**config.mk**
```make
export PLATFORM = sky130hd
export DESIGN_NAME = gprf_response_formatter
export DESIGN_NICKNAME = d
export VERILOG_FILES = /design/src/gprf_pkg.sv /design/src/gprf_param_mem.sv /design/src/gprf_cmd_end.sv /design/src/gprf_response_formatter.sv
export SDC_FILE = /design/constraint.sdc
export NUM_CORES = 2
export LEC_CHECK = 0
export ABC_AREA = 0
export BUFFER_PORTS_ARGS = -buffer_cell sky130_fd_sc_hd__buf_2
export CAP_MARGIN = 10
export CORE_AREA = 2 2 441 487
export CTS_CLUSTER_DIAMETER = 80
export CTS_CLUSTER_SIZE = 12
export DETAILED_ROUTE_END_ITERATION = 8
export DIE_AREA = 0 0 443 489
export PLACE_DENSITY = 0.65
export REMOVE_ABC_BUFFERS = 1
export SLEW_MARGIN = 20
export SYNTH_ARGS = -nofsm -noshare
export SYNTH_HDL_FRONTEND = slang
export SYNTH_SLANG_ARGS = --single-unit
```
**constraint.sdc**
```tcl
create_clock -name clk -period 6.9 [get_ports clk]
set_input_delay 0.345 -clock clk [delete_from_list [all_inputs] [get_ports clk]]
set_output_delay 0.345 -clock clk [all_outputs]
set_load 0.05 [all_outputs]
```
**src/gprf_pkg.sv**
```systemverilog
/*
 * Shared constants, types and register map of the GPIB reply formatter.
 * Assumes one 100 MHz clock and a synchronous active-high reset.
 */
package gprf_pkg;
	localparam logic [11:0] CTRL_OFS = 12'h000;
	localparam logic [11:0] MODE_OFS = 12'h004;
	localparam logic [11:0] STAT_OFS = 12'h008;
	localparam logic [11:0] PARAM_BASE = 12'h400;
	localparam logic [1:0] TERM_CRLF_EOI = 2'h0;
	localparam logic [1:0] TERM_LF = 2'h1;
	localparam logic [1:0] TERM_EOI = 2'h2;
	localparam logic [1:0] TERM_CRLF = 2'h3;
	localparam logic [1:0] TERM_RESET = TERM_CRLF;
	localparam logic HDR_RESET = 1'h1;
	localparam logic [12:0] MODE_RESET = 13'h0000;
	localparam logic [7:0] CHAR_LF = 8'h0A;
	localparam logic [7:0] CHAR_CR = 8'h0D;
	localparam logic [3:0] HDR_LAST = 4'h1;
	localparam logic [3:0] BODY_POS = 4'h2;
	localparam logic [3:0] BODY_MAX = 4'hD;
	localparam logic [3:0] LEN_POS = 4'hF;
	localparam logic [2:0] MODE_LAST = 3'h6;
	localparam logic [4:0] REPLY_MAX = 5'h11;

	typedef enum logic [1:0] {
		CMD_TERM = 2'b00,
		CMD_HDR = 2'b01,
		CMD_MODE = 2'b10,
		CMD_PARAM = 2'b11
	} gprf_kind_e;

	typedef enum logic [3:0] {
		ST_IDLE = 4'b0000,
		ST_PEND = 4'b0001,
		ST_LEN = 4'b0010,
		ST_HDR = 4'b0011,
		ST_BODY = 4'b0100,
		ST_CR = 4'b0101,
		ST_LF = 4'b0110,
		ST_MODE = 4'b0111
	} gprf_state_e;

	typedef struct packed {
		logic freqCtl;
		logic knob;
		logic [1:0] trig;
		logic fine;
		logic [2:0] unit;
		logic [1:0] scale;
		logic [2:0] att;
	} gprf_mode_s;

	typedef struct packed {
		logic eoi;
		logic [7:0] data;
	} gprf_tx_s;

	typedef struct packed {
		gprf_kind_e kind;
		logic [3:0] arg;
	} gprf_cmd_s;
endpackage

```
**src/gprf_param_mem.sv**
```systemverilog
/*
 * Byte store for parameter reply text, one write and one registered read port.
 * Assumes the writer and reader share clk; contents are undefined until written.
 */
`timescale 1ns/1ps
module gprf_param_mem import gprf_pkg::*; #(
	parameter int WIDTH = 8, // Word width
	parameter int DEPTH = 256 // Number of words
) (
	input wire logic clk, // System clock
	input wire logic wrEn, // Write strobe
	input wire logic [$clog2(DEPTH)-1:0] wrAddr, // Write address
	input wire logic [WIDTH-1:0] wrData, // Write data
	input wire logic [$clog2(DEPTH)-1:0] rdAddr, // Read address
	output logic [WIDTH-1:0] rdData // Read data, one cycle after address
);
	logic [WIDTH-1:0] store [DEPTH];

	always_ff @(posedge clk) begin
		if (wrEn) begin
			store[wrAddr] <= wrData;
		end
	end

	always_ff @(posedge clk) begin
		rdData <= store[rdAddr];
	end
endmodule

```
**src/gprf_cmd_end.sv**
```systemverilog
/*
 * Finds the end of each incoming command byte stream and reports its form.
 * Assumes incoming bytes are synchronous to clk, one per valid cycle.
 */
`timescale 1ns/1ps
module gprf_cmd_end import gprf_pkg::*; (
	input wire logic clk, // System clock
	input wire logic sys_rst, // Synchronous reset, active high
	input wire logic rxValid, // Incoming byte valid
	input wire logic [7:0] rxByte, // Incoming byte
	input wire logic rxEoi, // End-of-identify with the byte
	output logic cmdEnd, // Pulse after the closing byte
	output logic [1:0] endForm // Terminator form of the last command
);
	logic crSeen_r;

	always_ff @(posedge clk) begin
		if (sys_rst) begin
			cmdEnd <= 1'h0;
			endForm <= TERM_RESET;
			crSeen_r <= 1'h0;
		end else begin
			cmdEnd <= rxValid && (rxByte == CHAR_LF || rxEoi);
			if (rxValid) begin
				crSeen_r <= rxByte == CHAR_CR;
				if (rxByte == CHAR_LF) begin
					endForm <= crSeen_r ? (rxEoi ? TERM_CRLF_EOI : TERM_CRLF) : TERM_LF;
				end else if (rxEoi) begin
					endForm <= TERM_EOI;
				end
			end
		end
	end
endmodule

```
**src/gprf_response_formatter.sv**
```systemverilog
/*
 * Reply formatter on the talker path: parameter replies with selectable terminator
 * and header, the mode string always ending in end-of-identify, plus its APB register slave.
 * Assumes decoded commands and the talker level arrive synchronous to clk,
 * and that the byte handshake outside takes a byte when txValid and txReady.
 */
`timescale 1ns/1ps
module gprf_response_formatter import gprf_pkg::*; #(
	parameter int SLOTS = 16 // Parameter reply slots
) (
	input wire logic clk, // System clock
	input wire logic sys_rst, // Synchronous reset, active high
	input wire logic psel, // APB select
	input wire logic penable, // APB enable
	input wire logic pwrite, // APB direction
	input wire logic [11:0] paddr, // APB byte address
	input wire logic [31:0] pwdata, // APB write data
	output logic [31:0] prdata, // APB read data
	output logic pready, // APB ready
	output logic pslverr, // APB error
	input wire logic cmdValid, // Decoded command strobe
	input wire gprf_cmd_s cmd, // Decoded command
	input wire logic talker, // Addressed as talker
	input wire logic rxValid, // Incoming command byte valid
	input wire logic [7:0] rxByte, // Incoming command byte
	input wire logic rxEoi, // End-of-identify with incoming byte
	output logic cmdEnd, // End of incoming command
	output logic [1:0] cmdEndForm, // Form of that end
	input wire logic txReady, // Byte taken by the handshake
	output logic txValid, // Reply byte valid
	output gprf_tx_s txBeat // Reply byte and end-of-identify
);
	localparam int SW = $clog2(SLOTS);
	localparam int AW = SW + 4;
	localparam int WIN_BYTES = SLOTS * 64;

	gprf_state_e state_r;
	gprf_mode_s mode_r;
	gprf_mode_s modeSnap_r;
	logic [1:0] termSel_r;
	logic hdrEn_r;
	logic [1:0] termUse_r;
	logic hdrUse_r;
	logic pendMode_r;
	logic [SW-1:0] slot_r;
	logic [3:0] pos_r;
	logic [3:0] len_r;
	logic [3:0] lenNxt;
	logic waitRd_r;
	logic [7:0] rdData;
	logic [7:0] endCount_r;
	logic [4:0] replyBytes_r;
	logic [31:0] readMux;
	logic apbDone;
	logic apbWr;
	logic fire;
	logic accept;
	logic bodyLast;

	function automatic logic inWin(input logic [11:0] a);
		inWin = int'(a) >= int'(PARAM_BASE) && int'(a) < int'(PARAM_BASE) + WIN_BYTES;
	endfunction

	function automatic logic mapped(input logic [11:0] a);
		mapped = a[1:0] == 2'h0 && (a == CTRL_OFS || a == MODE_OFS || a == STAT_OFS || inWin(a));
	endfunction

	function automatic logic [7:0] modeByte(input gprf_mode_s m, input logic [2:0] i);
		case (i)
			3'h0: modeByte = {5'h00, m.att};
			3'h1: modeByte = {6'h00, m.scale};
			3'h2: modeByte = {5'h00, m.unit};
			3'h3: modeByte = {7'h00, m.fine};
			3'h4: modeByte = {6'h00, m.trig};
			3'h5: modeByte = {7'h00, m.knob};
			default: modeByte = {7'h00, m.freqCtl};
		endcase
	endfunction

	// APB slave: one wait state, answer registered
	assign apbDone = psel && penable && pready;
	assign apbWr = apbDone && pwrite && mapped(paddr);

	always_comb begin
		readMux = 32'h0000_0000;
		case (paddr)
			CTRL_OFS: readMux = {29'h0000_0000, hdrEn_r, termSel_r};
			MODE_OFS: readMux = {19'h0_0000, mode_r};
			STAT_OFS: readMux = {8'h00, endCount_r, 3'h0, pendMode_r, 4'(slot_r), 4'h0, state_r};
			default: readMux = 32'h0000_0000;
		endcase
	end

	always_ff @(posedge clk) begin
		if (sys_rst) begin
			pready <= 1'h0;
			pslverr <= 1'h0;
			prdata <= 32'h0000_0000;
		end else if (psel && penable && !pready) begin
			pready <= 1'h1;
			pslverr <= !mapped(paddr);
			prdata <= pwrite ? 32'h0000_0000 : readMux;
		end else begin
			pready <= 1'h0;
			pslverr <= 1'h0;
		end
	end

	// Terminator and header settings; a command wins over a register write
	always_ff @(posedge clk) begin
		if (sys_rst) begin
			termSel_r <= TERM_RESET;
			hdrEn_r <= HDR_RESET;
		end else if (cmdValid && cmd.kind == CMD_TERM && cmd.arg < 4'h4) begin
			termSel_r <= cmd.arg[1:0];
		end else if (cmdValid && cmd.kind == CMD_HDR && cmd.arg < 4'h2) begin
			hdrEn_r <= cmd.arg[0];
		end else if (apbWr && paddr == CTRL_OFS) begin
			termSel_r <= pwdata[1:0];
			hdrEn_r <= pwdata[2];
		end
	end

	always_ff @(posedge clk) begin
		if (sys_rst) begin
			mode_r <= MODE_RESET;
		end else if (apbWr && paddr == MODE_OFS) begin
			mode_r <= pwdata[12:0];
		end
	end

	gprf_param_mem #(
		.WIDTH(8),
		.DEPTH(SLOTS * 16)
	) u_mem (
		.clk(clk),
		.wrEn(apbWr && inWin(paddr)),
		.wrAddr(paddr[AW+1:2]),
		.wrData(pwdata[7:0]),
		.rdAddr({slot_r, pos_r}),
		.rdData(rdData)
	);

	gprf_cmd_end u_end (
		.clk(clk),
		.sys_rst(sys_rst),
		.rxValid(rxValid),
		.rxByte(rxByte),
		.rxEoi(rxEoi),
		.cmdEnd(cmdEnd),
		.endForm(cmdEndForm)
	);

	assign fire = txValid && txReady;
	assign bodyLast = pos_r == len_r + 4'h1;
	assign accept = cmdValid && state_r == ST_IDLE &&
		(cmd.kind == CMD_MODE || (cmd.kind == CMD_PARAM && int'(cmd.arg) < SLOTS));

	// Body length kept in 1..13 so a full reply stays within its limit
	always_comb begin
		lenNxt = rdData[3:0];
		if (rdData[7:4] != 4'h0 || rdData[3:0] > BODY_MAX) begin
			lenNxt = BODY_MAX;
		end else if (rdData[3:0] == 4'h0) begin
			lenNxt = 4'h1;
		end
	end

	// Reply sequencer and output byte register
	always_ff @(posedge clk) begin
		if (sys_rst) begin
			state_r <= ST_IDLE;
			txValid <= 1'h0;
			txBeat <= '0;
			pos_r <= 4'h0;
			len_r <= 4'h1;
			waitRd_r <= 1'h0;
			slot_r <= '0;
			pendMode_r <= 1'h0;
			modeSnap_r <= MODE_RESET;
			termUse_r <= TERM_RESET;
			hdrUse_r <= HDR_RESET;
		end else begin
			case (state_r)
				ST_IDLE: begin
					if (accept) begin
						pendMode_r <= cmd.kind == CMD_MODE;
						modeSnap_r <= mode_r;
						slot_r <= cmd.arg[SW-1:0];
						termUse_r <= termSel_r;
						hdrUse_r <= hdrEn_r;
						state_r <= ST_PEND;
					end
				end
				ST_PEND: begin
					if (talker) begin
						pos_r <= pendMode_r ? 4'h0 : LEN_POS;
						waitRd_r <= !pendMode_r;
						state_r <= pendMode_r ? ST_MODE : ST_LEN;
					end
				end
				ST_LEN: begin
					if (waitRd_r) begin
						waitRd_r <= 1'h0;
					end else begin
						len_r <= lenNxt;
						pos_r <= hdrUse_r ? 4'h0 : BODY_POS;
						waitRd_r <= 1'h1;
						state_r <= hdrUse_r ? ST_HDR : ST_BODY;
					end
				end
				ST_HDR, ST_BODY: begin
					if (waitRd_r) begin
						waitRd_r <= 1'h0;
					end else if (!txValid) begin
						txValid <= 1'h1;
						txBeat.data <= rdData;
						txBeat.eoi <= state_r == ST_BODY && bodyLast && termUse_r == TERM_EOI;
					end else if (fire) begin
						txValid <= 1'h0;
						if (state_r == ST_BODY && bodyLast) begin
							if (termUse_r == TERM_EOI) begin
								state_r <= ST_IDLE;
							end else if (termUse_r == TERM_LF) begin
								state_r <= ST_LF;
							end else begin
								state_r <= ST_CR;
							end
						end else begin
							pos_r <= pos_r + 4'h1;
							waitRd_r <= 1'h1;
							if (pos_r == HDR_LAST) begin
								state_r <= ST_BODY;
							end
						end
					end
				end
				ST_CR: begin
					if (!txValid) begin
						txValid <= 1'h1;
						txBeat <= '{eoi: 1'h0, data: CHAR_CR};
					end else if (fire) begin
						txValid <= 1'h0;
						state_r <= ST_LF;
					end
				end
				ST_LF: begin
					if (!txValid) begin
						txValid <= 1'h1;
						txBeat <= '{eoi: termUse_r == TERM_CRLF_EOI, data: CHAR_LF};
					end else if (fire) begin
						txValid <= 1'h0;
						state_r <= ST_IDLE;
					end
				end
				ST_MODE: begin
					if (!txValid) begin
						txValid <= 1'h1;
						txBeat.data <= modeByte(modeSnap_r, pos_r[2:0]);
						txBeat.eoi <= pos_r[2:0] == MODE_LAST;
					end else if (fire) begin
						txValid <= 1'h0;
						if (pos_r[2:0] == MODE_LAST) begin
							state_r <= ST_IDLE;
						end else begin
							pos_r <= pos_r + 4'h1;
						end
					end
				end
				default: begin
					state_r <= ST_IDLE;
				end
			endcase
		end
	end

	// Bytes sent in the current reply
	always_ff @(posedge clk) begin
		if (sys_rst || state_r == ST_PEND) begin
			replyBytes_r <= 5'h00;
		end else if (fire && replyBytes_r != 5'h1F) begin
			replyBytes_r <= replyBytes_r + 5'h01;
		end
	end

	always_ff @(posedge clk) begin
		if (sys_rst) begin
			endCount_r <= 8'h00;
		end else if (cmdEnd) begin
			endCount_r <= endCount_r + 8'h01;
		end
	end
endmodule

```
# Word level (Yosys, flattened, before mapping)
# Memory sizes are Yosys's and may differ from the RTL's. A register that Yosys moved wholly into a read port is not among the register bits.
# Index checks and enable logic that the tools add are counted.
[totals]
reg_bits = 106
ramBits = 2048
inputBits = 68
output_inout_bits = 47
word_cells = 214
n_memories = 1
[mem_list]
columns = ["name", "words", "width", "read_ports", "rd_ports_with_merged_regs", "write_ports", "line", "source"]
rows = [
  ["u_mem.store", 256, 8, 1, 1, 1, "gprf_param_mem.sv:17", "logic [WIDTH-1:0] store [DEPTH];"],
]
[op_classes]
add_sub_neg = 3
magnitude_cmp = 5
n_eq_ne = 45
muxes = 66
bitwise_logic = 3
n_reduce_logical = 57
[op_table]
columns = ["op", "count"]
rows = [
  ["two-way mux 4 bit", 27],
  ["case mux 24 bit (3 select lines)", 1],
  ["two-way mux 9 bit", 5],
  ["inequality test 2 bit, second input constant", 20],
  ["case mux 9 bit (4 select lines)", 1],
  ["two-way mux 32 bit", 1],
  ["case mux 4 bit (7 select lines)", 1],
  ["logical AND 1 bit", 20],
  ["two-way mux 2 bit", 9],
  ["case mux 3 bit (6 select lines)", 1],
  ["equality test 4 x 3 -> 1 bit, second input constant", 4],
  ["equality test 8 x 4 -> 1 bit, second input constant", 2],
  ["case mux 4 bit (4 select lines)", 1],
  ["two-way mux 1 bit", 14],
  ["AND reduction 14 bit", 1],
  ["AND reduction 2 bit", 7],
  ["equality test 12 x 3 -> 1 bit, second input constant", 1],
  ["equality test 12 x 4 -> 1 bit, second input constant", 1],
  ["greater-or-equal comparator 12 x 11 -> 1 bit, second input constant", 1],
  ["zero test 12 bit", 1],
  ["less-than comparator 12 bit, second input constant", 1],
  ["nonzero test 4 bit", 3],
  ["AND reduction 10 bit", 1],
  ["equality test 3 bit, second input constant", 3],
  ["other kinds (27)", 52],
]

# Longest topological paths before layout
[logic_depth]
depth_word = 10
ltp_mapped = 14

# Hierarchy
# Synthesis repeated with hierarchy kept, for this count alone.
[unflattened]
hier_cells = 4299
hier_area_um2 = 84200.8
[by_module_without_submodules]
columns = ["module", "instances", "cells_per_inst", "area_per_inst_um2", "seq_area_each_um2"]
rows = [
  ["gprf_param_mem", 1, 3733, 79556.3, 61659.1],
  ["gprf_response_formatter", 1, 545, 4434.3, 1801.7],
  ["gprf_cmd_end", 1, 21, 210.2, 80.1],
]

# Worst setup path after synthesis
# OpenSTA, ideal clock, no wires.
[synth_timing]
path_type = "register -> register"
from = "register pready"
to = "memory u_mem.store[118][0] (enable)"
setup_ns = 0.370
arrival_time_ns = 2.420
setup_slack_ns = 4.110
path_stages_with_launch = 8
path_buffers = 1
period_less_slack_ns = 2.790
cell_sequence = "dfxtp_1 nand2_1 nor4_1 nand2_1 nor3b_1 nand3_1 clkbuf_1 nor2_1"
[synth_via]
elab_chain_cells = 6
[synth_rtl]
columns = ["element", "line", "source"]
rows = [
  ["start: declaration", "gprf_response_formatter.sv:19", "output logic pready,"],
  ["start signal: assignment", "gprf_response_formatter.sv:96", "pready <= 1'h0;"],
  ["start signal: assignment", "gprf_response_formatter.sv:100", "pready <= 1'h1;"],
  ["start signal: assignment", "gprf_response_formatter.sv:104", "pready <= 1'h0;"],
  ["logical AND 1 bit", "gprf_response_formatter.sv:81", "assign apbDone = psel && penable && pready;"],
  ["logical AND 1 bit (2 in a row)", "gprf_response_formatter.sv:82", "assign apbWr = apbDone && pwrite && mapped(paddr);"],
  ["logical AND 1 bit", "gprf_response_formatter.sv:137", ".wrEn(apbWr && inWin(paddr)),"],
  ["two-way mux 1 bit", "gprf_param_mem.sv:20", "if (wrEn) begin"],
  ["two-way mux 1 bit (implied by the code)", "gprf_param_mem.sv:21", "store[wrAddr] <= wrData;"],
  ["end: declaration", "gprf_param_mem.sv:17", ""],
]
# No other way between the ends.

==> results.py <==
metrics = {
    "routing": {
        "finalWirelength_um": 207900,
        "iteration_0_drc_count_of_the_detailed_router": 4843,
        "dr.pass1.iters": 5,
        "final_antenna_net_count": 0,
        "vias_per_cell": 5.841,
        "route.vias.total": 42360,
        "drc": 0,
        "wl_per_cell_um": 28.66,
    },
    "place": {
        "placed_area_sq_um": 87470,
        "io_port_bufs": 84,
        "half_perimeter_wire_length_after_detailed_placement_um": 124500,
        "gp_congestion": 0.9051,
    },
    "worst_setup_path": {
        "cpLargestDelayFamily": "compound AO/OA/AOI/OAI gates",
        "timing.critical_path.to_type": "register",
        "worst_r2r_endpoint": "u_mem.rdData[1]$_DFF_P_",
        "timing.critical_path.fanout_max": 54,
        "critPathRequiredTime_ps": 7590,
        "maximum_cell_stage_delay_along_the_critical_path_ps": 990,
        "critical_path.startpoint_type": "register",
        "cp_num_buf_inv": 2,
        "ff2ff_path_depth": 9,
        "critical_path.cell_chain": "buf_12 -> buf_4 -> mux4_2 -> a22oi_1 -> nand2_1 -> a21oi_1 -> nor2_1 -> a211oi_1 -> a211oi_2",
        "rr_startpoint": "pos_r[0]$_SDFFE_PP0P_",
        "critical_path.slowest_cell": "sky130_fd_sc_hd__dfxtp_4",
        "crit_path_kind": "register to register",
        "critPathArrivalTime_ps": 5000,
        "worst-r2r-setup-slack_ps": 2580,
    },
    "sta": {
        "rsz0062_at_grt": "no",
        "worst_clock_skew_ps": 50.10,
        "timing.final.hold_violations": 0,
        "holdWs_ps": 65.93,
        "worst_pin_slew_ps": 1221,
        "final_max_slew_viol_count": 0,
        "final_period_minus_worst_setup_slack_ps": 4315,
        "max_freq_ghz": 0.2317,
        "timing.slew.headroom": 0.1811,
        "report.final.setup_viol": 0,
        "timing.final.crit_share": 0.6254,
    },
    "global_routing": {
        "grt_pass1_vias": 41950,
        "grt_util_all_layers": 0.1890,
        "grt-ovfl-total": 0,
        "grt_start_max_net_pins": 177,
        "antenna_found_initial": 10,
        "wire_length_of_the_first_global_routing_pass_um": 298400,
    },
    "pwr": {
        "max-vdd-ir-drop_v": 0.0002323,
        "static-leakage-power_nw": 27.96,
        "powerDensity_nw_per_um2": 311.7,
        "pwr_total_mw": 29.04,
    },
    "clocking": {
        "cts.sink_count": 2150,
        "worst_skew_late_latency_ps": 860,
        "clk_path_buf_depth": 3,
        "clk_transition_reported_paths_ps": 60,
        "cts-resized-gates": 0,
        "cts_root_buffer": "sky130_fd_sc_hd__clkbuf_16",
        "cts_inserted_buffers": 198,
        "cts_setup_buffers": 0,
        "htreeDepth": 4,
        "holdBufCountCts": 26,
        "tritoncts_clock_tree": "yes",
    },
    "worst_hold_path": {
        "hold_path_end": "prdata[6]$_SDFFE_PP0P_",
        "worstHoldPathType": "primary input to register",
        "worst_hold_path.num_cells": 4,
        "hold_path_startpoint": "pwrite",
    },
    "synth": {
        "synth_sequential_area_ratio": 0.7545,
        "synth_edf_count": 2048,
        "synth_ff_type": "sky130_fd_sc_hd__edfxtp_1",
        "distinct_cell_type_count_after_synthesis": 72,
        "yosys_register_bits": 2150,
        "synthCells": 4264,
        "async_reset_ff_frac": 0,
        "synthesis.area_per_instance_sq_um": 19.75,
        "syn_area_sq_um": 84210,
        "synthesis.yosys.warnings": 0,
    },
    "finish": {
        "final_layout_size_suffix_gt1_frac": 0.1939,
        "total_nets_final": 4490,
        "layout_commonest_cell": "sky130_fd_sc_hd__edfxtp_1",
        "area_growth_pct": 10.61,
        "layout.core_utilization": 0.4389,
        "final_cell_mix": "2048 x sky130_fd_sc_hd__edfxtp_1, 435 x sky130_fd_sc_hd__mux4_2, 357 x sky130_fd_sc_hd__nor2_1",
        "seq_area_sq_um": 63560,
        "stdcell_area_sq_um": 93150,
        "fillCellCount": 17910,
        "combined_area_of_the_multi_input_logic_cells_sq_um": 19060,
    },
    "flow_run": {
        "timing.max_cap.violations": 0,
    },
    "die": {
        "die_width_um": 443,
        "design.portCount": 115,
        "core_region_area_sq_um": 212200,
        "initial_utilization": 0.3968,
        "die_h_um": 489,
        "floorplan.die_area_sq_um": 216600,
        "core_rows": 178,
    },
    "run_status": {
        "outcome": "completed",
    },
}
==> worst max path at each step <==
stage	from	end	slack [ps]	cells past startpoint
2_1_floorplan	pos_r[0]$_SDFFE_PP0P_	u_mem.rdData[6]$_DFF_P_	-18580	6
3_3_place_gp	pwrite	u_mem.store[152][3]$_DFFE_PP_	2610	8
3_5_place_dp	pwrite	u_mem.store[155][1]$_DFFE_PP_	2590	8
4_1_cts	pos_r[0]$_SDFFE_PP0P_	u_mem.rdData[1]$_DFF_P_	2590	9
5_1_grt	pos_r[0]$_SDFFE_PP0P_	u_mem.rdData[1]$_DFF_P_	2470	9
6_report	pos_r[0]$_SDFFE_PP0P_	u_mem.rdData[1]$_DFF_P_	2580	9
==> state kept, by name, summed over array words and instances, names as in the netlist, 2 cells and up <==
register,flops
slot_r,4
pos_r,4
modeSnap_r,13
u_mem.store,2048
u_end.endForm,2
prdata,21
txBeat,9
len_r,4
mode_r,13
termUse_r,2
termSel_r,2
state_r,3
u_mem.rdData,8
endCount_r,8
==> metal layers <==
layer / vias up / part of all wire / global-route usage
li1: 17750 / - / -
met1: 22460 / 0.40 / 0.2574
met2: 1826 / 0.48 / 0.3004
met3: 326 / 0.082 / 0.04197
met4: 4 / 0.033 / 0.06686
met5: - / 0.00011 / 0
==> power by group <==
part | total [mW] | internal (mW) | switching (mW) | leakage [nW]
Combinational | 4.71 | 1.88 | 2.83 | 6.10
Sequential | 14.6 | 14.4 | 0.208 | 19.2
Clock | 9.76 | 5.18 | 4.58 | 2.63
==> synth_stat cells, types with 5 or more instances <==
cell | number | share of area
sky130_fd_sc_hd__a211oi_1 | 23 | 0.0021
sky130_fd_sc_hd__a211oi_2 | 5 | 0.00074
sky130_fd_sc_hd__a21oi_1 | 128 | 0.0076
sky130_fd_sc_hd__a221oi_1 | 11 | 0.0011
sky130_fd_sc_hd__a22o_1 | 13 | 0.0014
sky130_fd_sc_hd__a22oi_1 | 130 | 0.012
sky130_fd_sc_hd__a311oi_1 | 6 | 0.00062
sky130_fd_sc_hd__a31oi_1 | 15 | 0.0011
sky130_fd_sc_hd__and3_1 | 9 | 0.00067
sky130_fd_sc_hd__buf_1 | 16 | 0.00071
sky130_fd_sc_hd__buf_12 | 8 | 0.0019
sky130_fd_sc_hd__buf_2 | 63 | 0.0037
sky130_fd_sc_hd__buf_4 | 28 | 0.0025
sky130_fd_sc_hd__buf_6 | 31 | 0.0041
sky130_fd_sc_hd__buf_8 | 12 | 0.0021
sky130_fd_sc_hd__clkbuf_1 | 102 | 0.0045
sky130_fd_sc_hd__dfxtp_1 | 102 | 0.024
sky130_fd_sc_hd__edfxtp_1 | 2048 | 0.73
sky130_fd_sc_hd__ha_1 | 10 | 0.0015
sky130_fd_sc_hd__inv_1 | 10 | 0.00045
sky130_fd_sc_hd__mux2i_1 | 203 | 0.024
sky130_fd_sc_hd__mux4_1 | 27 | 0.0084
sky130_fd_sc_hd__mux4_2 | 435 | 0.12
sky130_fd_sc_hd__nand2_1 | 149 | 0.0066
sky130_fd_sc_hd__nand2b_1 | 8 | 0.00059
sky130_fd_sc_hd__nand3_1 | 42 | 0.0025
sky130_fd_sc_hd__nand4_1 | 7 | 0.00052
sky130_fd_sc_hd__nor2_1 | 359 | 0.016
sky130_fd_sc_hd__nor2b_1 | 25 | 0.0019
sky130_fd_sc_hd__nor3_1 | 24 | 0.0014
sky130_fd_sc_hd__nor3b_1 | 5 | 0.00045
sky130_fd_sc_hd__nor4_1 | 9 | 0.00067
sky130_fd_sc_hd__o211ai_1 | 13 | 0.0012
sky130_fd_sc_hd__o21ai_0 | 36 | 0.0021
sky130_fd_sc_hd__o221ai_1 | 45 | 0.0047
sky130_fd_sc_hd__o22ai_1 | 40 | 0.0030
sky130_fd_sc_hd__or3_1 | 5 | 0.00037
sky130_fd_sc_hd__xnor2_1 | 5 | 0.00052
==> final cells by class <==
class,count,share of cell area
Tap cell,2790,0.03748
Inverter,14,0.0006179
Multi-Input combinational cell,1850,0.2047
Timing Repair Buffer,198,0.01676
Clock buffer,226,0.05443
Antenna cell,6,0.0001612
Sequential cell,2150,0.6823
Clock inverter,19,0.003560
==> cells by family after synthesis <==
logic type | synth area share
flops | 0.7545
mux | 0.1493
compound gates | 0.03980
xor+xnor | 0.0009360
buf+inv | 0.02034
simple gates | 0.03356
fa+ha+maj | 0.001486
other cells | 0.00004453
==> worst register-to-register path, cell delays in order, from the launching register on <==
cell and delay, ps:
sky130_fd_sc_hd__dfxtp_4 990, sky130_fd_sc_hd__buf_12 500, sky130_fd_sc_hd__buf_4 380, sky130_fd_sc_hd__mux4_2 530, sky130_fd_sc_hd__a22oi_1 190, sky130_fd_sc_hd__nand2_1 110
sky130_fd_sc_hd__a21oi_1 520, sky130_fd_sc_hd__nor2_1 100, sky130_fd_sc_hd__a211oi_1 730, sky130_fd_sc_hd__a211oi_2 90
==> stage by stage <==
| step | TNS (ps) | setup WS (ps) | std cells |
|---|---|---|---|
| 4_1_cts | 0 | 2593 | 7247 |
| 6_report | 0 | 2585 | 7253 |
| 5_1_grt | 0 | 2471 | 7249 |
| 2_1_floorplan | -321200 | -18580 | 4014 |
| 3_3_place_gp | 0 | 2609 | 6976 |
| 3_5_place_dp | 0 | 2592 | 6976 |
No activity file was read; power rests on OpenSTA's default activity.
